[src/rtl/stepper_seq_pkg.sv]
// Package of constants and types for the stepper phase current sequencer.
package stepper_seq_pkg;

   // Clock period in picoseconds (200 MHz).
   localparam int CLK_PERIOD_PS = 5000;

   // Chopper rate in Hz and its period in clock cycles.
   localparam int CHOP_FREQ_HZ = 20000;
   localparam int CHOP_CYCLES  = 1000000000 / (CHOP_FREQ_HZ / 1000) / CLK_PERIOD_PS;

   // Least step pulse width in ns, rounded up to cycles.
   localparam int STEP_MIN_NS     = 5000;
   localparam int STEP_MIN_CYCLES = (STEP_MIN_NS * 1000 + CLK_PERIOD_PS - 1) / CLK_PERIOD_PS;

   // Idle time before running clears, in ms, as cycles.
   localparam int IDLE_MS     = 40;
   localparam int IDLE_CYCLES = IDLE_MS * (1000000000 / CLK_PERIOD_PS);

   // High_speed_current_scaling threshold: step period below 1 kHz period, in cycles.
   localparam int OVD_FREQ_HZ    = 1000;
   localparam int OVD_PERIOD_CYC = (1000000000 / OVD_FREQ_HZ) / CLK_PERIOD_PS * 1000;

   // Full scale of the current command (unity = 1024).
   localparam logic [11:0] UNITY       = 12'h400;
   // Torque compensation factor sqrt(2) scaled by 1024.
   localparam logic [11:0] SQRT2_Q10   = 12'h5A8;
   // Current_input_a factor 1.3 scaled by 1024.
   localparam logic [11:0] CURRENT_INPUT_A_Q10   = 12'h533;
   // High_speed_current_scaling factor 1.4 scaled by 1024.
   localparam logic [11:0] OVD_Q10     = 12'h59A;

   // Electrical cycle lengths per mode.
   localparam logic [5:0] FULL_POS  = 6'h04;
   localparam logic [5:0] HALF_POS  = 6'h08;
   localparam logic [5:0] MINI5_POS = 6'h28;
   localparam logic [5:0] MINI25_POS = 6'h14;

   // Polarity switch values 8 and above select inverted logic.
   localparam logic [3:0] POL_INV_MIN = 4'h8;

   // Step mode selection.
   typedef enum logic [1:0] {
      MODE_FULL   = 2'h0,
      MODE_HALF   = 2'h1,
      MODE_MINI25 = 2'h3,
      MODE_MINI5  = 2'h2
   } step_mode_type;

   // Step pulse qualifier states, Gray coded.
   typedef enum logic [1:0] {
      PULSE_IDLE = 2'h0,
      PULSE_HIGH = 2'h1,
      PULSE_DONE = 2'h3
   } pulse_state_type;

endpackage

[src/rtl/stepper_phase_current_sequencer.sv]
// Stepper phase current sequencer: steps, mode tables, current scaling and brake gating.
`timescale 1ns/10ps
// Summary of operation
// - Chopper at 20 kHz, restarted by steps
// - Full step energises both phases unless output disabled
// - Half step cycles phase1, both, phase2
// - Single phase in half step scaled sqrt2
// - Ministep subdivides half step by 2.5/5
// - Ministep currents follow sine approximation
// - Current_input_a raises current by thirty percent
// - Current_input_a controlled solely by current_input_a input
// - Full step above 1 kHz scales 1.4
// - Brake release input energises brake output
// - Reset, disable or fault keep brake off
// - Inputs active when optocoupler conducts
// - Switch 0-7 positive, 8-F inverted logic
// - 5 us pulse steps; 40 ms idle stops
// - Direction input active reverses stepping
// - Output disable switches motor current off
module stepper_phase_current_sequencer #(
   parameter int IDLE_LIMIT = stepper_seq_pkg::IDLE_CYCLES
) (
   // Clock and synchronous reset.
   input  wire logic        clk,
   input  wire logic        srst,
   // Opto-isolated inputs, conducting = 1 at the pin.
   input  wire logic        stepPin,
   input  wire logic        dirPin,
   input  wire logic        boostPin,
   input  wire logic        disablePin,
   input  wire logic        resetPin,
   input  wire logic        brakePin,
   // Configuration and fault status.
   input  wire logic [3:0]  inputPolaritySwitch,
   input  wire logic [1:0]  stepMode,
   input  wire logic        faultActive,
   // Phase current commands, sign and magnitude (unity 1024).
   output logic             phaseASign,
   output logic [12:0]      phaseAMag,
   output logic             phaseBSign,
   output logic [12:0]      phaseBMag,
   // Chopper sync pulse, run state, brake drive.
   output logic             chopSync,
   output logic             running,
   output logic             brakeOn
);
   // Two-stage synchronisers for the six pins.
   logic [5:0] syncA, syncB;
   // Inputs after polarity selection.
   logic [5:0] act;
   logic       inv;
   logic       stepIn, dirIn, boostIn, disIn, rstIn, brkIn;
   // Synchroniser registers; the first stage feeds only the second.
   always_ff @(posedge clk) begin
      if (srst) begin
         syncA <= 6'h00;
         syncB <= 6'h00;
      end else begin
         syncA <= {brakePin, resetPin, disablePin, boostPin, dirPin, stepPin};
         syncB <= syncA;
      end
   end
   // Polarity switch chooses positive or inverted input logic.
   always_comb begin
      inv    = (inputPolaritySwitch >= stepper_seq_pkg::POL_INV_MIN);
      act    = inv ? ~syncB : syncB;
      stepIn = act[0];
      dirIn  = act[1];
      boostIn = act[2];
      disIn  = act[3];
      rstIn  = act[4];
      brkIn  = act[5];
   end
   // Pulse qualifier, position, timers.
   stepper_seq_pkg::pulse_state_type pState, next_pState;
   logic [11:0] pulseCnt, next_pulseCnt;
   logic [31:0] idleCnt, next_idleCnt;
   logic [31:0] periodCnt, next_periodCnt;
   logic        fast, next_fast;
   logic [5:0]  pos, next_pos;
   logic        next_running;
   logic [15:0] chopCnt, next_chopCnt;
   logic        stepEvt;
   logic [5:0]  cycleLen;
   // Positions in one electrical cycle for a mode.
   function automatic logic [5:0] cycle_len(input logic [1:0] m);
      case (m)
         stepper_seq_pkg::MODE_FULL:   cycle_len = stepper_seq_pkg::FULL_POS;
         stepper_seq_pkg::MODE_HALF:   cycle_len = stepper_seq_pkg::HALF_POS;
         stepper_seq_pkg::MODE_MINI25: cycle_len = stepper_seq_pkg::MINI25_POS;
         default:                      cycle_len = stepper_seq_pkg::MINI5_POS;
      endcase
   endfunction
   // Next-state logic for stepping and timing.
   always_comb begin
      next_pState    = pState;
      next_pulseCnt  = pulseCnt;
      stepEvt        = 1'b0;
      cycleLen       = cycle_len(stepMode);
      case (pState)
         stepper_seq_pkg::PULSE_IDLE: begin
            next_pulseCnt = 12'h000;
            if (stepIn) begin
               next_pState = stepper_seq_pkg::PULSE_HIGH;
            end
         end
         stepper_seq_pkg::PULSE_HIGH: begin
            // A pulse counts once it has lasted the least width.
            if (!stepIn) begin
               next_pState = stepper_seq_pkg::PULSE_IDLE;
            end else if (pulseCnt == 12'(stepper_seq_pkg::STEP_MIN_CYCLES - 2)) begin
               next_pState = stepper_seq_pkg::PULSE_DONE;
               stepEvt     = 1'b1;
            end else begin
               next_pulseCnt = pulseCnt + 12'h001;
            end
         end
         stepper_seq_pkg::PULSE_DONE: begin
            if (!stepIn) begin
               next_pState = stepper_seq_pkg::PULSE_IDLE;
            end
         end
         default: next_pState = stepper_seq_pkg::PULSE_IDLE;
      endcase
      // Position index moves per step, reversed by direction.
      next_pos = (pos >= cycleLen) ? 6'h00 : pos;
      if (stepEvt) begin
         if (dirIn) begin
            next_pos = (next_pos == 6'h00) ? cycleLen - 6'h01 : next_pos - 6'h01;
         end else begin
            next_pos = (next_pos == cycleLen - 6'h01) ? 6'h00 : next_pos + 6'h01;
         end
      end
      // Idle timer drops running back to zero.
      next_running = running;
      next_idleCnt = idleCnt;
      if (stepEvt) begin
         next_running = 1'b1;
         next_idleCnt = 32'h0000_0000;
      end else if (idleCnt >= 32'(IDLE_LIMIT)) begin
         next_running = 1'b0;
      end else begin
         next_idleCnt = idleCnt + 32'h0000_0001;
      end
      // Step period measurement for high_speed_current_scaling.
      next_fast      = fast;
      next_periodCnt = (periodCnt == 32'hFFFF_FFFF) ? periodCnt : periodCnt + 32'h0000_0001;
      if (stepEvt) begin
         next_fast      = (periodCnt < 32'(stepper_seq_pkg::OVD_PERIOD_CYC));
         next_periodCnt = 32'h0000_0000;
      end else if (periodCnt >= 32'(stepper_seq_pkg::OVD_PERIOD_CYC)) begin
         next_fast = 1'b0;
      end
      // Chopper counter restarts on each step to stay in sync.
      if (stepEvt || chopCnt == 16'(stepper_seq_pkg::CHOP_CYCLES - 1)) begin
         next_chopCnt = 16'h0000;
      end else begin
         next_chopCnt = chopCnt + 16'h0001;
      end
   end
   // Registers for stepping and timing.
   always_ff @(posedge clk) begin
      if (srst) begin
         pState    <= stepper_seq_pkg::PULSE_IDLE;
         pulseCnt  <= 12'h000;
         idleCnt   <= 32'h0000_0000;
         periodCnt <= 32'h0000_0000;
         fast      <= 1'b0;
         pos       <= 6'h00;
         running   <= 1'b0;
         chopCnt   <= 16'h0000;
      end else begin
         pState    <= next_pState;
         pulseCnt  <= next_pulseCnt;
         idleCnt   <= next_idleCnt;
         periodCnt <= next_periodCnt;
         fast      <= next_fast;
         pos       <= next_pos;
         running   <= next_running;
         chopCnt   <= next_chopCnt;
      end
   end
   // Sine table over one quarter, 10 ministeps, scaled to unity.
   function automatic logic [11:0] sine_q(input logic [3:0] k);
      case (k)
         4'h0: sine_q = 12'h000;
         4'h1: sine_q = 12'h0A0;
         4'h2: sine_q = 12'h13C;
         4'h3: sine_q = 12'h1D1;
         4'h4: sine_q = 12'h25A;
         4'h5: sine_q = 12'h2D4;
         4'h6: sine_q = 12'h33C;
         4'h7: sine_q = 12'h38E;
         4'h8: sine_q = 12'h3CD;
         4'h9: sine_q = 12'h3F3;
         default: sine_q = 12'h400;
      endcase
   endfunction
   // Shape, sign and scaling terms; the signs are the next sign outputs.
   logic [11:0] magA, magB;
   logic        sgnA, sgnB;
   logic [5:0]  angle, qpos;
   logic [1:0]  quad;
   logic [24:0] prodA, prodB;
   logic [11:0] gain;
   logic        next_chopSync, next_brakeOn;
   logic [12:0] next_magA, next_magB;
   // Phase current shape per mode, then scaling factors.
   always_comb begin
      magA  = 12'h000;
      magB  = 12'h000;
      sgnA  = 1'b0;
      sgnB  = 1'b0;
      angle = 6'h00;
      qpos  = 6'h00;
      quad  = 2'h0;
      case (stepMode)
         stepper_seq_pkg::MODE_FULL: begin
            // Both phases at unity; output disable later clears them.
            magA = stepper_seq_pkg::UNITY;
            magB = stepper_seq_pkg::UNITY;
            sgnA = pos[1];
            sgnB = pos[1] ^ pos[0];
         end
         stepper_seq_pkg::MODE_HALF: begin
            // Even positions single phase, odd both phases.
            sgnA = (pos >= 6'h03) && (pos <= 6'h05);
            sgnB = (pos >= 6'h05);
            magA = (pos == 6'h02 || pos == 6'h06) ? 12'h000 : stepper_seq_pkg::UNITY;
            magB = (pos == 6'h00 || pos == 6'h04) ? 12'h000 : stepper_seq_pkg::UNITY;
            if (!pos[0]) begin
               magA = (magA == 12'h000) ? 12'h000 : stepper_seq_pkg::SQRT2_Q10;
               magB = (magB == 12'h000) ? 12'h000 : stepper_seq_pkg::SQRT2_Q10;
            end
         end
         default: begin
            // Ministep: map index to 40 per cycle, sine on A, cosine on B.
            angle = (stepMode == stepper_seq_pkg::MODE_MINI25) ? {pos[4:0], 1'b0} : pos;
            quad  = (angle >= 6'h1E) ? 2'h3 : (angle >= 6'h14) ? 2'h2 : (angle >= 6'h0A) ? 2'h1 : 2'h0;
            qpos  = angle - 6'(quad) * 6'h0A;
            magA  = quad[0] ? sine_q(4'(6'h0A - qpos)) : sine_q(qpos[3:0]);
            magB  = quad[0] ? sine_q(qpos[3:0]) : sine_q(4'(6'h0A - qpos));
            sgnA  = quad[1];
            sgnB  = (quad == 2'h1) || (quad == 2'h2);
         end
      endcase
      // Current_input_a and high_speed_current_scaling gains, unity otherwise.
      gain = boostIn ? stepper_seq_pkg::CURRENT_INPUT_A_Q10 : stepper_seq_pkg::UNITY;
      prodA = (25'(magA) * 25'(gain)) >> 10;
      prodB = (25'(magB) * 25'(gain)) >> 10;
      if (fast && stepMode == stepper_seq_pkg::MODE_FULL) begin
         prodA = (25'(prodA[12:0]) * 25'(stepper_seq_pkg::OVD_Q10)) >> 10;
         prodB = (25'(prodB[12:0]) * 25'(stepper_seq_pkg::OVD_Q10)) >> 10;
      end
      next_magA  = disIn ? 13'h0000 : prodA[12:0];
      next_magB  = disIn ? 13'h0000 : prodB[12:0];
      next_chopSync = (next_chopCnt == 16'h0000);
      next_brakeOn  = brkIn && !rstIn && !disIn && !faultActive;
   end
   // Output registers.
   always_ff @(posedge clk) begin
      if (srst) begin
         phaseASign <= 1'b0;
         phaseBSign <= 1'b0;
         phaseAMag  <= 13'h0000;
         phaseBMag  <= 13'h0000;
         chopSync   <= 1'b0;
         brakeOn    <= 1'b0;
      end else begin
         phaseASign <= sgnA;
         phaseBSign <= sgnB;
         phaseAMag  <= next_magA;
         phaseBMag  <= next_magB;
         chopSync   <= next_chopSync;
         brakeOn    <= next_brakeOn;
      end
   end
   // Brake stays off one cycle after any blocking condition.
   a_brake_block: assert property (@(posedge clk) disable iff (srst)
      (faultActive || disIn || rstIn) |=> !brakeOn) else $error("brake on while blocked");
   a_disable_off: assert property (@(posedge clk) disable iff (srst)
      disIn |=> (phaseAMag == 13'h0000 && phaseBMag == 13'h0000)) else $error("current not off");
   a_step_runs: assert property (@(posedge clk) disable iff (srst)
      stepEvt |=> running) else $error("step did not enter run");
   a_pos_wrap: assert property (@(posedge clk) disable iff (srst)
      stepEvt |=> (pos < cycle_len(stepMode))) else $error("position out of cycle");
   a_full_both: assert property (@(posedge clk) disable iff (srst)
      (stepMode == stepper_seq_pkg::MODE_FULL && !disIn) |=> (phaseAMag != 13'h0000 && phaseBMag != 13'h0000))
      else $error("full step phase idle");
   a_chop_period: assert property (@(posedge clk) disable iff (srst)
      (chopCnt == 16'(stepper_seq_pkg::CHOP_CYCLES - 1)) |=> (chopCnt == 16'h0000)) else $error("chop wrap");
   a_brake_follow: assert property (@(posedge clk) disable iff (srst)
      (brkIn && !rstIn && !disIn && !faultActive) |=> brakeOn) else $error("brake not released");
   a_current_input_a_level: assert property (@(posedge clk) disable iff (srst)
      (boostIn && !disIn && stepMode == stepper_seq_pkg::MODE_HALF && pos[0]) |=> (phaseAMag == 13'h0533))
      else $error("current_input_a level wrong");

endmodule

[config.mk]
export PLATFORM = sky130hd
export DESIGN_NAME = stepper_phase_current_sequencer
export DESIGN_NICKNAME = d
export VERILOG_FILES = /design/src/rtl/stepper_seq_pkg.sv /design/src/rtl/stepper_phase_current_sequencer.sv
export SDC_FILE = /design/constraint.sdc
export NUM_CORES = 1
export LEC_CHECK = 0
export ABC_AREA = 1
export ABC_CLOCK_PERIOD_IN_PS = 26700
export BUFFER_PORTS_ARGS = -buffer_cell sky130_fd_sc_hd__buf_2
export CAP_MARGIN = 5
export CELL_PAD_IN_SITES_DETAIL_PLACEMENT = 1
export CELL_PAD_IN_SITES_GLOBAL_PLACEMENT = 1
export CORE_ASPECT_RATIO = 0.9
export CORE_MARGIN = 2
export CORE_UTILIZATION = 40
export CTS_CLUSTER_SIZE = 28
export DETAILED_ROUTE_END_ITERATION = 7
export HOLD_SLACK_MARGIN = 0.03
export PLACE_DENSITY = 0.73
export SLEW_MARGIN = 20
export SYNTH_ARGS = -nofsm -noshare
export SYNTH_HDL_FRONTEND = slang
export SYNTH_SLANG_ARGS = --single-unit
export TNS_END_PERCENT = 10
[constraint.sdc]
create_clock -name clk -period 26.7 [get_ports clk]
set_input_delay 6.675 -clock clk [delete_from_list [all_inputs] [get_ports clk]]
set_output_delay 6.675 -clock clk [all_outputs]
set_load 0.005 [all_outputs]
### After elaboration in Yosys (flattened, before gate mapping)

Memories as Yosys holds them, arrays and structs flattened.
Index checks and enable logic that the tools add are counted.

* bits in registers: 144
* ROM bits: 704
* word-level logic and storage cells: 133
* memories: 4

* order comparisons: 11
* equal/unequal tests: 18
* reductions and logical operators: 26
* add/sub/neg operators: 9
* multipliers: 5
* bitwise logic cells: 2
* multiplexer cells: 42

Memories
* (name not given): words 16, width 11, read ports 1, clocked after memory_dff 0, write ports 0, RTL line stepper_phase_current_sequencer.sv:185 `case (k)`
* (name not given): words 16, width 11, read ports 1, clocked after memory_dff 0, write ports 0, RTL line stepper_phase_current_sequencer.sv:185
* (name not given): words 16, width 11, read ports 1, clocked after memory_dff 0, write ports 0, RTL line stepper_phase_current_sequencer.sv:185
* (name not given): words 16, width 11, read ports 1, clocked after memory_dff 0, write ports 0, RTL line stepper_phase_current_sequencer.sv:185

Operators with widths (count)
* $pmux 12 s2: 3
* $mux 11: 6
* $add 32x1->32 const B: 2
* $mux 12: 4
* $mul 12x11->23: 2
* $mul 13x10->22 const B: 2
* $mux 6: 7
* $eq 32x32->1 const B: 1
* $ge 32x18->1 const B: 1
* $ge 32x23->1 const B: 1
* $lt 32x18->1 const B: 1
* $mux 13: 2
* $logic_not 12->1: 2
* $pmux 6 s3: 1
* $add 16x1->16 const B: 1
* $eq 16x14->1 const B: 1
* $logic_not 16->1: 1
* $mux 16: 1
* $add 12x1->12 const B: 1
* $eq 12x10->1 const B: 1
* $eq 6x3->1 const B: 2
* $ge 6x5->1 const B: 2
* $logic_not 6->1: 2
* $mux 2: 6
* other kinds (30): 60

### Longest topological paths before layout

Gate-level depths: netlist of run 1.
An unclocked memory read counts as a cell.

* word-level depth: 15
* depth in mapped cells: 64
* mapped depth without buffers: 63

### Worst setup path after synthesis of run 1

No wires, ideal clock.

* kind: input-to-reg
* from: in stepMode[0]
* to: reg phaseBMag[5]
* arrival: 17.157 ns
* setup slack: 9.479 ns
* stages: 55
* data required time: 26.636 ns
* path buffers: 3
* cell sequence: ha_1 buf_6 o21ai_1 nand3_1 nand2_1 nand2_2 nand2_4 buf_2 ha_1 inv_1 fa_1 buf_2 inv_1 o21ai_1 nand3_1 nand3_1 nand3_1 nand2_1 (+19 left out) ha_1 ha_1 xor2_1 fa_1 fa_1 inv_1 fa_1 inv_1 ha_1 nand2_1 nor2_1 nand4_1 o211ai_1 a21oi_1 or2_2 nand3_1 nand2_1 nor2_1

* word-level cells in the longest chain between the ends: 15

RTL lines
* start, declared: RTL line stepper_phase_current_sequencer.sv:35 `input wire logic [1:0] stepMode,`
* $eq 2x2->1: RTL line stepper_phase_current_sequencer.sv:238 `angle = (stepMode == stepper_seq_pkg::MODE_MINI25) ? {pos[4:0], 1'b0} : pos;`
* $mux 6: RTL line stepper_phase_current_sequencer.sv:238
* $ge 6x4->1: RTL line stepper_phase_current_sequencer.sv:239 `quad = (angle >= 6'h1E) ? 2'h3 : (angle >= 6'h14) ? 2'h2 : (angle >= 6'h0A) ? 2'h1 : 2'h0;`
* $mux 1: RTL line stepper_phase_current_sequencer.sv:239
* $mux 2 (2 in series): RTL line stepper_phase_current_sequencer.sv:239
* $mul 2x3->3: RTL line stepper_phase_current_sequencer.sv:240 `qpos = angle - 6'(quad) * 6'h0A;`
* $sub 4x4->4: RTL line stepper_phase_current_sequencer.sv:240
* $sub 4x4->4: RTL line stepper_phase_current_sequencer.sv:242 `magB = quad[0] ? sine_q(qpos[3:0]) : sine_q(4'(6'h0A - qpos));`
* $mem_v2 16x11
* $mux 12: RTL line stepper_phase_current_sequencer.sv:242
* $pmux 12 s2: RTL line stepper_phase_current_sequencer.sv:217 `case (stepMode)`
* $mul 12x11->23: RTL line stepper_phase_current_sequencer.sv:250 `prodB = (25'(magB) * 25'(gain)) >> 10;`
* $mul 13x10->22: RTL line stepper_phase_current_sequencer.sv:253 `prodB = (25'(prodB[12:0]) * 25'(stepper_seq_pkg::OVD_Q10)) >> 10;`
* $mux 13 *: RTL line stepper_phase_current_sequencer.sv:251 `if (fast && stepMode == stepper_seq_pkg::MODE_FULL) begin`
* end signal, assigned: RTL line stepper_phase_current_sequencer.sv:273 `phaseBMag <= next_magB;`
* end, declared: RTL line stepper_phase_current_sequencer.sv:41 `output logic [12:0] phaseBMag,`

Mark *: on every way between the ends. The rest lies on a longest branch, timed or not.
A chain may end at the register's enable or synchronous reset.

### Final worst setup path of run 1

* from: in stepMode[1]
* to: reg phaseBMag[5]

The elaborated chain is that of the path after synthesis.

==> impl_metrics.yaml, run 1 <==
status:
  outcome: "completed"
synthesis:
  synth_most_common_cell: "inv_1"
  synth_fp_nets: 3111
  ys_seq_area_share_pct: 15.4
  ys_ff_latch: 144
  synthFlopType: "dfxtp_1"
  yosys_warnings: 0
  synth.distinct_cells: 49
  yosys.area_share.simple_pct: 23.8
  yosysTopAreaCell: "ha_1"
  synthTopCellsByCount: "543 x inv_1, 483 x nand2_1, 338 x ha_1"
  synthCells: 2645
  synth_top_family_by_area: "adder cells"
  synth-edff-count: 0
  ys_top_cells_by_area: "ha_1 23%, dfxtp_1 15%, fa_1 12%"
  synth_top_cell_area_share_pct: 22.6
  syn_area_per_cell_um2: 7.09
  synth_area_um2: 18800
  synth_xor_area_share_pct: 4.24
  synth.mux.area_fraction_pct: 0
  synth-compound-area-share_pct: 10.1
  async_flop_share_pct: 0
  synth_adder_area_share_pct: 34.6
min_path:
  hold_path.class: "reg2reg"
  min_from: "syncA[3]"
  hold_depth: 2
  whs_endpoint: "syncB[3]"
critical_path:
  crit_arrival_ps: 19230
  rr_worst_depth: 52
  cpPeakStageDelay_ps: 720
  crit_path_start: "stepMode[1]"
  cp_max_fo: 24
  criticalPathCategory: "in2reg"
  required_ps: 27110
  crit_slowest_cell: "fa_1"
  r2r-end: "phaseBMag[5]"
  regToRegSetupSlack_ps: 14060
  r2r-start: "pos[2]"
  start_kind: "primary input"
  cp_common_cell: "inv_1"
  cp-end-kind: "register"
clock_tree:
  cts_resized: 0
  hold_buffers: 0
  post-cts-setup-buffers: 0
  numCtsBuffers: 17
  clock_latency_ps: 490
  tritoncts: "done"
  root_buffer: "clkbuf_16"
  cts_buffer_depth: 2
  h-tree-depth: 4
  clock-sinks: 144
  clkSlewWorstSetupHoldPaths_ps: 60
floorplanning:
  dieArea_um2: 48600
  die_w_um: 232
  coreArea_um2: 46500
  io_pins: 46
  start_util_pct: 40.4
  rows: 75
  die_h_um: 209
timing:
  rsz0062_at_grt: "no"
  worst_slew_pin_slew_ps: 1070
  finalMaxSlewViolations: 0
  tns_ps: 0
  finalSetupViolCount: 0
  period_minus_slack_ps: 18830
  final-hold-violation-count: 0
  relSlewSlack_pct: 28.0
  hold_slack_ps: 406
  fmax_ghz: 0.0531
  post-route-period-util_pct: 70.5
  finClkSkew_ps: 19.7
route:
  routed_wl_mm: 51.8
  ant_nets: 0
  vias_per_cell: 5.15
  wl_per_cell_um: 15.6
  vias: 17032
  remaining_drc_errors: 0
  drt-pass1-iter-count: 5
  dr.first_iter.drc_count: 714
finish:
  stdcell_count: 3310
  final_nets: 3147
  fillers: 5972
  antennaDiodeCount: 0
  drive_gt1_share_pct: 4.45
  syn2layout_area_growth_pct: 7.93
global_route:
  antenna_found_initial: 1
  grt_overflow: 0
  grt_pass1_wl_mm: 87.7
  grt_pass1_vias: 18063
  track_usage_pct: 22.1
  grt_max_degree: 41
flow_run:
  drv_cap: 0
placement:
  dp.cells: 3278
  gp_congestion: 0.887
  io_buffers: 42
  dp_hpwl_mm: 43.5
-- sequential cells by signal, indices dropped and copies added, names as in the netlist, 2 cells and up --
register   flops
idleCnt       32
pulseCnt      12
periodCnt     32
phaseBMag     13
syncB          6
pState         2
pos            6
syncA          6
phaseAMag     13
chopCnt       16
-- how the worst max path moves through the flow --
stage / endpoint
6_report: phaseBMag[5]
3_5_place_dp: phaseBMag[5]
5_1_grt: phaseBMag[5]
3_3_place_gp: phaseBMag[5]
2_1_floorplan: phaseBMag[5]
4_1_cts: phaseBMag[5]
-- layout by cell type, fill, tap and decap left out, drive strengths merged, types with 2 or more instances in the layout --
cell	Yosys	layout
o21ai	124	124
inv	545	550
o211ai	4	4
a21o	12	12
xor2	69	69
clkbuf	24	18
fa	113	113
nor4	23	23
xnor2	20	20
o21a	2	2
nand3	140	140
buf	11	52
clkinv	3	10
and2	4	4
o31ai	5	5
ha	338	338
nand3b	6	6
a21oi	162	162
o21bai	7	7
a21boi	5	5
a211oi	7	7
nor3b	2	2
nor2	241	241
bufinv	0	2
nand4	53	53
or2	10	10
a31oi	14	14
nand2	492	492
nor3	58	58
dfxtp	144	144
-- metrics by stage --
stage	setup WS (ps)	instance area, µm²	util (%)
final	7870	20200	43.6
after global placement	7760	19700	42.3
after floorplan	9480	18800	-
after CTS	7810	20200	43.6
after global routing	6760	20200	43.6
after detailed placement	7310	19700	42.3
-- layer usage --
metal | global-route usage [%] | share of wire, % | vias to the layer above
met4 | 4.35 | 1.1 | 2
met2 | 39.6 | 50 | 186
met5 | 0 | 0.025 | -
li1 | - | - | 8543
met1 | 28.0 | 47 | 8260
met3 | 3.06 | 2.3 | 41
-- worst max-delay path, delay by kind of cell --
kind / cells / cell delay, ps
and+or+nand+nor: 22 / 3540
buffers and inverters: 11 / 1130
xor gates and xnor gates: 1 / 190
adders and majority gates: 15 / 6560
AOI/OAI and AO/OA: 5 / 1130
-- logic make-up (layout without fill, tap and decap cells) --
logic type / Yosys count / count (layout)
AND/OR/NAND/NOR: 1030 / 1030
buffers and inverters: 583 / 632
adder cells (fa/ha/maj): 451 / 451
AO/OA/AOI/OAI: 348 / 348
flip-flops: 144 / 144
XOR/XNOR: 89 / 89
-- layout make-up --
| class | count | area [µm²] | share of cell area [%] |
|---|---|---|---|
| clock buffer | 18 | 429 | 2.12 |
| clock inverter | 14 | 156 | 0.773 |
| inverter | 548 | 2060 | 10.2 |
| multi-input combinational | 1918 | 13700 | 67.5 |
| sequential | 144 | 2880 | 14.2 |
| tap | 616 | 771 | 3.81 |
| timing repair buffer | 52 | 285 | 1.41 |
Power of run 1 is not shown: default switching activity piles up to over one toggle a cycle in this logic, so the estimate is an artifact.
==> inputs of run 2 (changes only) <==
--- a/config.mk
+++ b/config.mk
@@ -6,7 +6,7 @@
 export NUM_CORES = 1
 export LEC_CHECK = 0
 export ABC_AREA = 1
-export ABC_CLOCK_PERIOD_IN_PS = 26700
+export ABC_CLOCK_PERIOD_IN_PS = 15500
 export BUFFER_PORTS_ARGS = -buffer_cell sky130_fd_sc_hd__buf_2
 export CAP_MARGIN = 5
 export CELL_PAD_IN_SITES_DETAIL_PLACEMENT = 1
@@ -17,7 +17,7 @@
 export CTS_CLUSTER_SIZE = 28
 export DETAILED_ROUTE_END_ITERATION = 7
 export HOLD_SLACK_MARGIN = 0.03
-export PLACE_DENSITY = 0.73
+export PLACE_DENSITY = 0.76
 export SLEW_MARGIN = 20
 export SYNTH_ARGS = -nofsm -noshare
 export SYNTH_HDL_FRONTEND = slang
==> constraint.sdc (replaced) <==
create_clock -name clk -period 15.5 [get_ports clk]
set_input_delay 3.875 -clock clk [delete_from_list [all_inputs] [get_ports clk]]
set_output_delay 3.875 -clock clk [all_outputs]
set_load 0.005 [all_outputs]
==> impl_metrics.yaml, run 2 (same netlist as run 1, synthesis figures left out) <==
status:
  outcome: "completed"
finish:
  final_cell_mix: "543 x inv_1, 483 x nand2_1, 335 x ha_1, 236 x nor2_1, 160 x a21oi_1"
  final_nets: 3166
  final_util_pct: 44.0
  antennaDiodeCount: 0
  fin_area_um2: 20500
  final_common_cell: "inv_1"
  syn2layout_area_growth_pct: 9.08
  fillers: 6024
  drive_gt1_share_pct: 5.53
  largestRegisters: "idleCnt: 32 flops, periodCnt: 32 flops, chopCnt: 16 flops"
route:
  vias_per_cell: 5.16
  vias: 17166
  ant_nets: 0
  wl_per_cell_um: 15.7
  dr.first_iter.drc_count: 647
  routed_wl_mm: 52.3
  drt-pass1-iter-count: 4
  remaining_drc_errors: 0
placement:
  gp_congestion: 0.896
  dp_hpwl_mm: 43.6
  io_buffers: 42
  place_area_um2: 19800
critical_path:
  cpPeakStageDelay_ps: 650
  cp_max_fo: 10
  crit_arrival_ps: 15090
  required_ps: 15880
  cp-end-kind: "register"
  rr_worst_depth: 53
  cp_common_cell: "inv_1"
  regToRegSetupSlack_ps: 3910
  start_kind: "primary input"
  r2r-end: "phaseBMag[5]"
  criticalPathCategory: "in2reg"
  r2r-start: "pos[2]"
  crit_slowest_cell: "fa_2"
timing:
  finalMaxSlewViolations: 0
  post-route-period-util_pct: 94.9
  worst_slew_pin_slew_ps: 823
  fmax_ghz: 0.0680
  finalSetupViolCount: 0
  rsz0062_at_grt: "no"
  relSlewSlack_pct: 45.2
  period_minus_slack_ps: 14710
  final-hold-violation-count: 0
  finClkSkew_ps: 23.9
clock_tree:
  clock_latency_ps: 460
  clock-sinks: 144
  h-tree-depth: 4
  tritoncts: "done"
  root_buffer: "clkbuf_16"
  hold_buffers: 0
  clkSlewWorstSetupHoldPaths_ps: 70
  numCtsBuffers: 17
  cts_buffer_depth: 2
min_path:
  whs_endpoint: "syncB[3]"
  hold_path.class: "reg2reg"
  hold_depth: 2
  min_from: "syncA[3]"
global_route:
  grt_pass1_wl_mm: 88.4
  grt_pass1_vias: 18365
  track_usage_pct: 21.9
  grt_overflow: 0
  antenna_found_initial: 0
  grt_max_degree: 41
floorplanning:
  dieArea_um2: 48600
  rows: 75
  io_pins: 46
  start_util_pct: 40.4
  die_h_um: 209
  coreArea_um2: 46500
  die_w_um: 232
flow_run:
  drv_cap: 0
-- run 2: cell count changes in the layout (fill, tap and decap cells not counted), sizes merged --
cell,change
buf,+19
bufinv,+1
clkbuf,+1
clkinv,-7
clkinvlp,+4
inv,+1
-- run 2: per-layer routing --
| metal | vias up | global-route usage [%] | routed length, µm |
|---|---|---|---|
| li1 | 8602 | - | - |
| met1 | 8338 | 28.1 | 24700 |
| met2 | 178 | 39.3 | 25800 |
| met3 | 48 | 2.58 | 1140 |
| met4 | 0 | 4.75 | 672 |
| met5 | - | 0 | 0 |
-- run 2: worst max-delay path: cells and delay by family --
family | cells | cell delay [ps]
adder cells (fa/ha/maj) | 15 | 6300
AND/OR/NAND/NOR | 18 | 2370
buffers and inverters | 13 | 960
AO/OA/AOI/OAI | 8 | 1340
XOR/XNOR | 1 | 200
-- run 2: worst max path at each step --
stage | start | end | slack, ps | depth (start not counted)
finish | stepMode[1] | phaseBMag[5] | 790 | 55
global route | stepMode[1] | phaseBMag[5] | 4 | 55
CTS | stepMode[1] | phaseBMag[11] | 290 | 53
detailed placement | stepMode[1] | phaseBMag[11] | -180 | 53
global placement | stepMode[0] | phaseBMag[11] | 230 | 53
floorplan | stepMode[0] | phaseBMag[5] | 1080 | 55
-- run 2: timing repair --
| action | 4_1_cts | 5_1_grt |
|---|---|---|
| buffers inserted | 0 | 1 |
| resized for setup | 0 | 14 |
| endpoints found under the setup margin | 0 | 22 |
-- run 2: cell type report --
cell class,instances,area [µm²],area share [%]
repair buffers,71,428,2.09
clock inverters,13,175,0.856
multi-input cells,1918,13700,67.0
well taps,616,771,3.77
flip-flops and latches,144,2880,14.1
inverters,548,2060,10.1
clock buffers,19,433,2.12
-- run 2: stage by stage --
stage / hold slack (ps) / setup TNS, ps / std cells / worst slack [ps]
finish: 410 / 0 / 3329 / 790
global route: 428 / 0 / 3329 / 4.37
CTS: 412 / 0 / 3328 / 285
detailed placement: 396 / -594 / 3296 / -183
global placement: 393 / 0 / 3296 / 227
floorplan: 388 / 0 / 2645 / 1080
Power of run 2 is left out for the same reason.
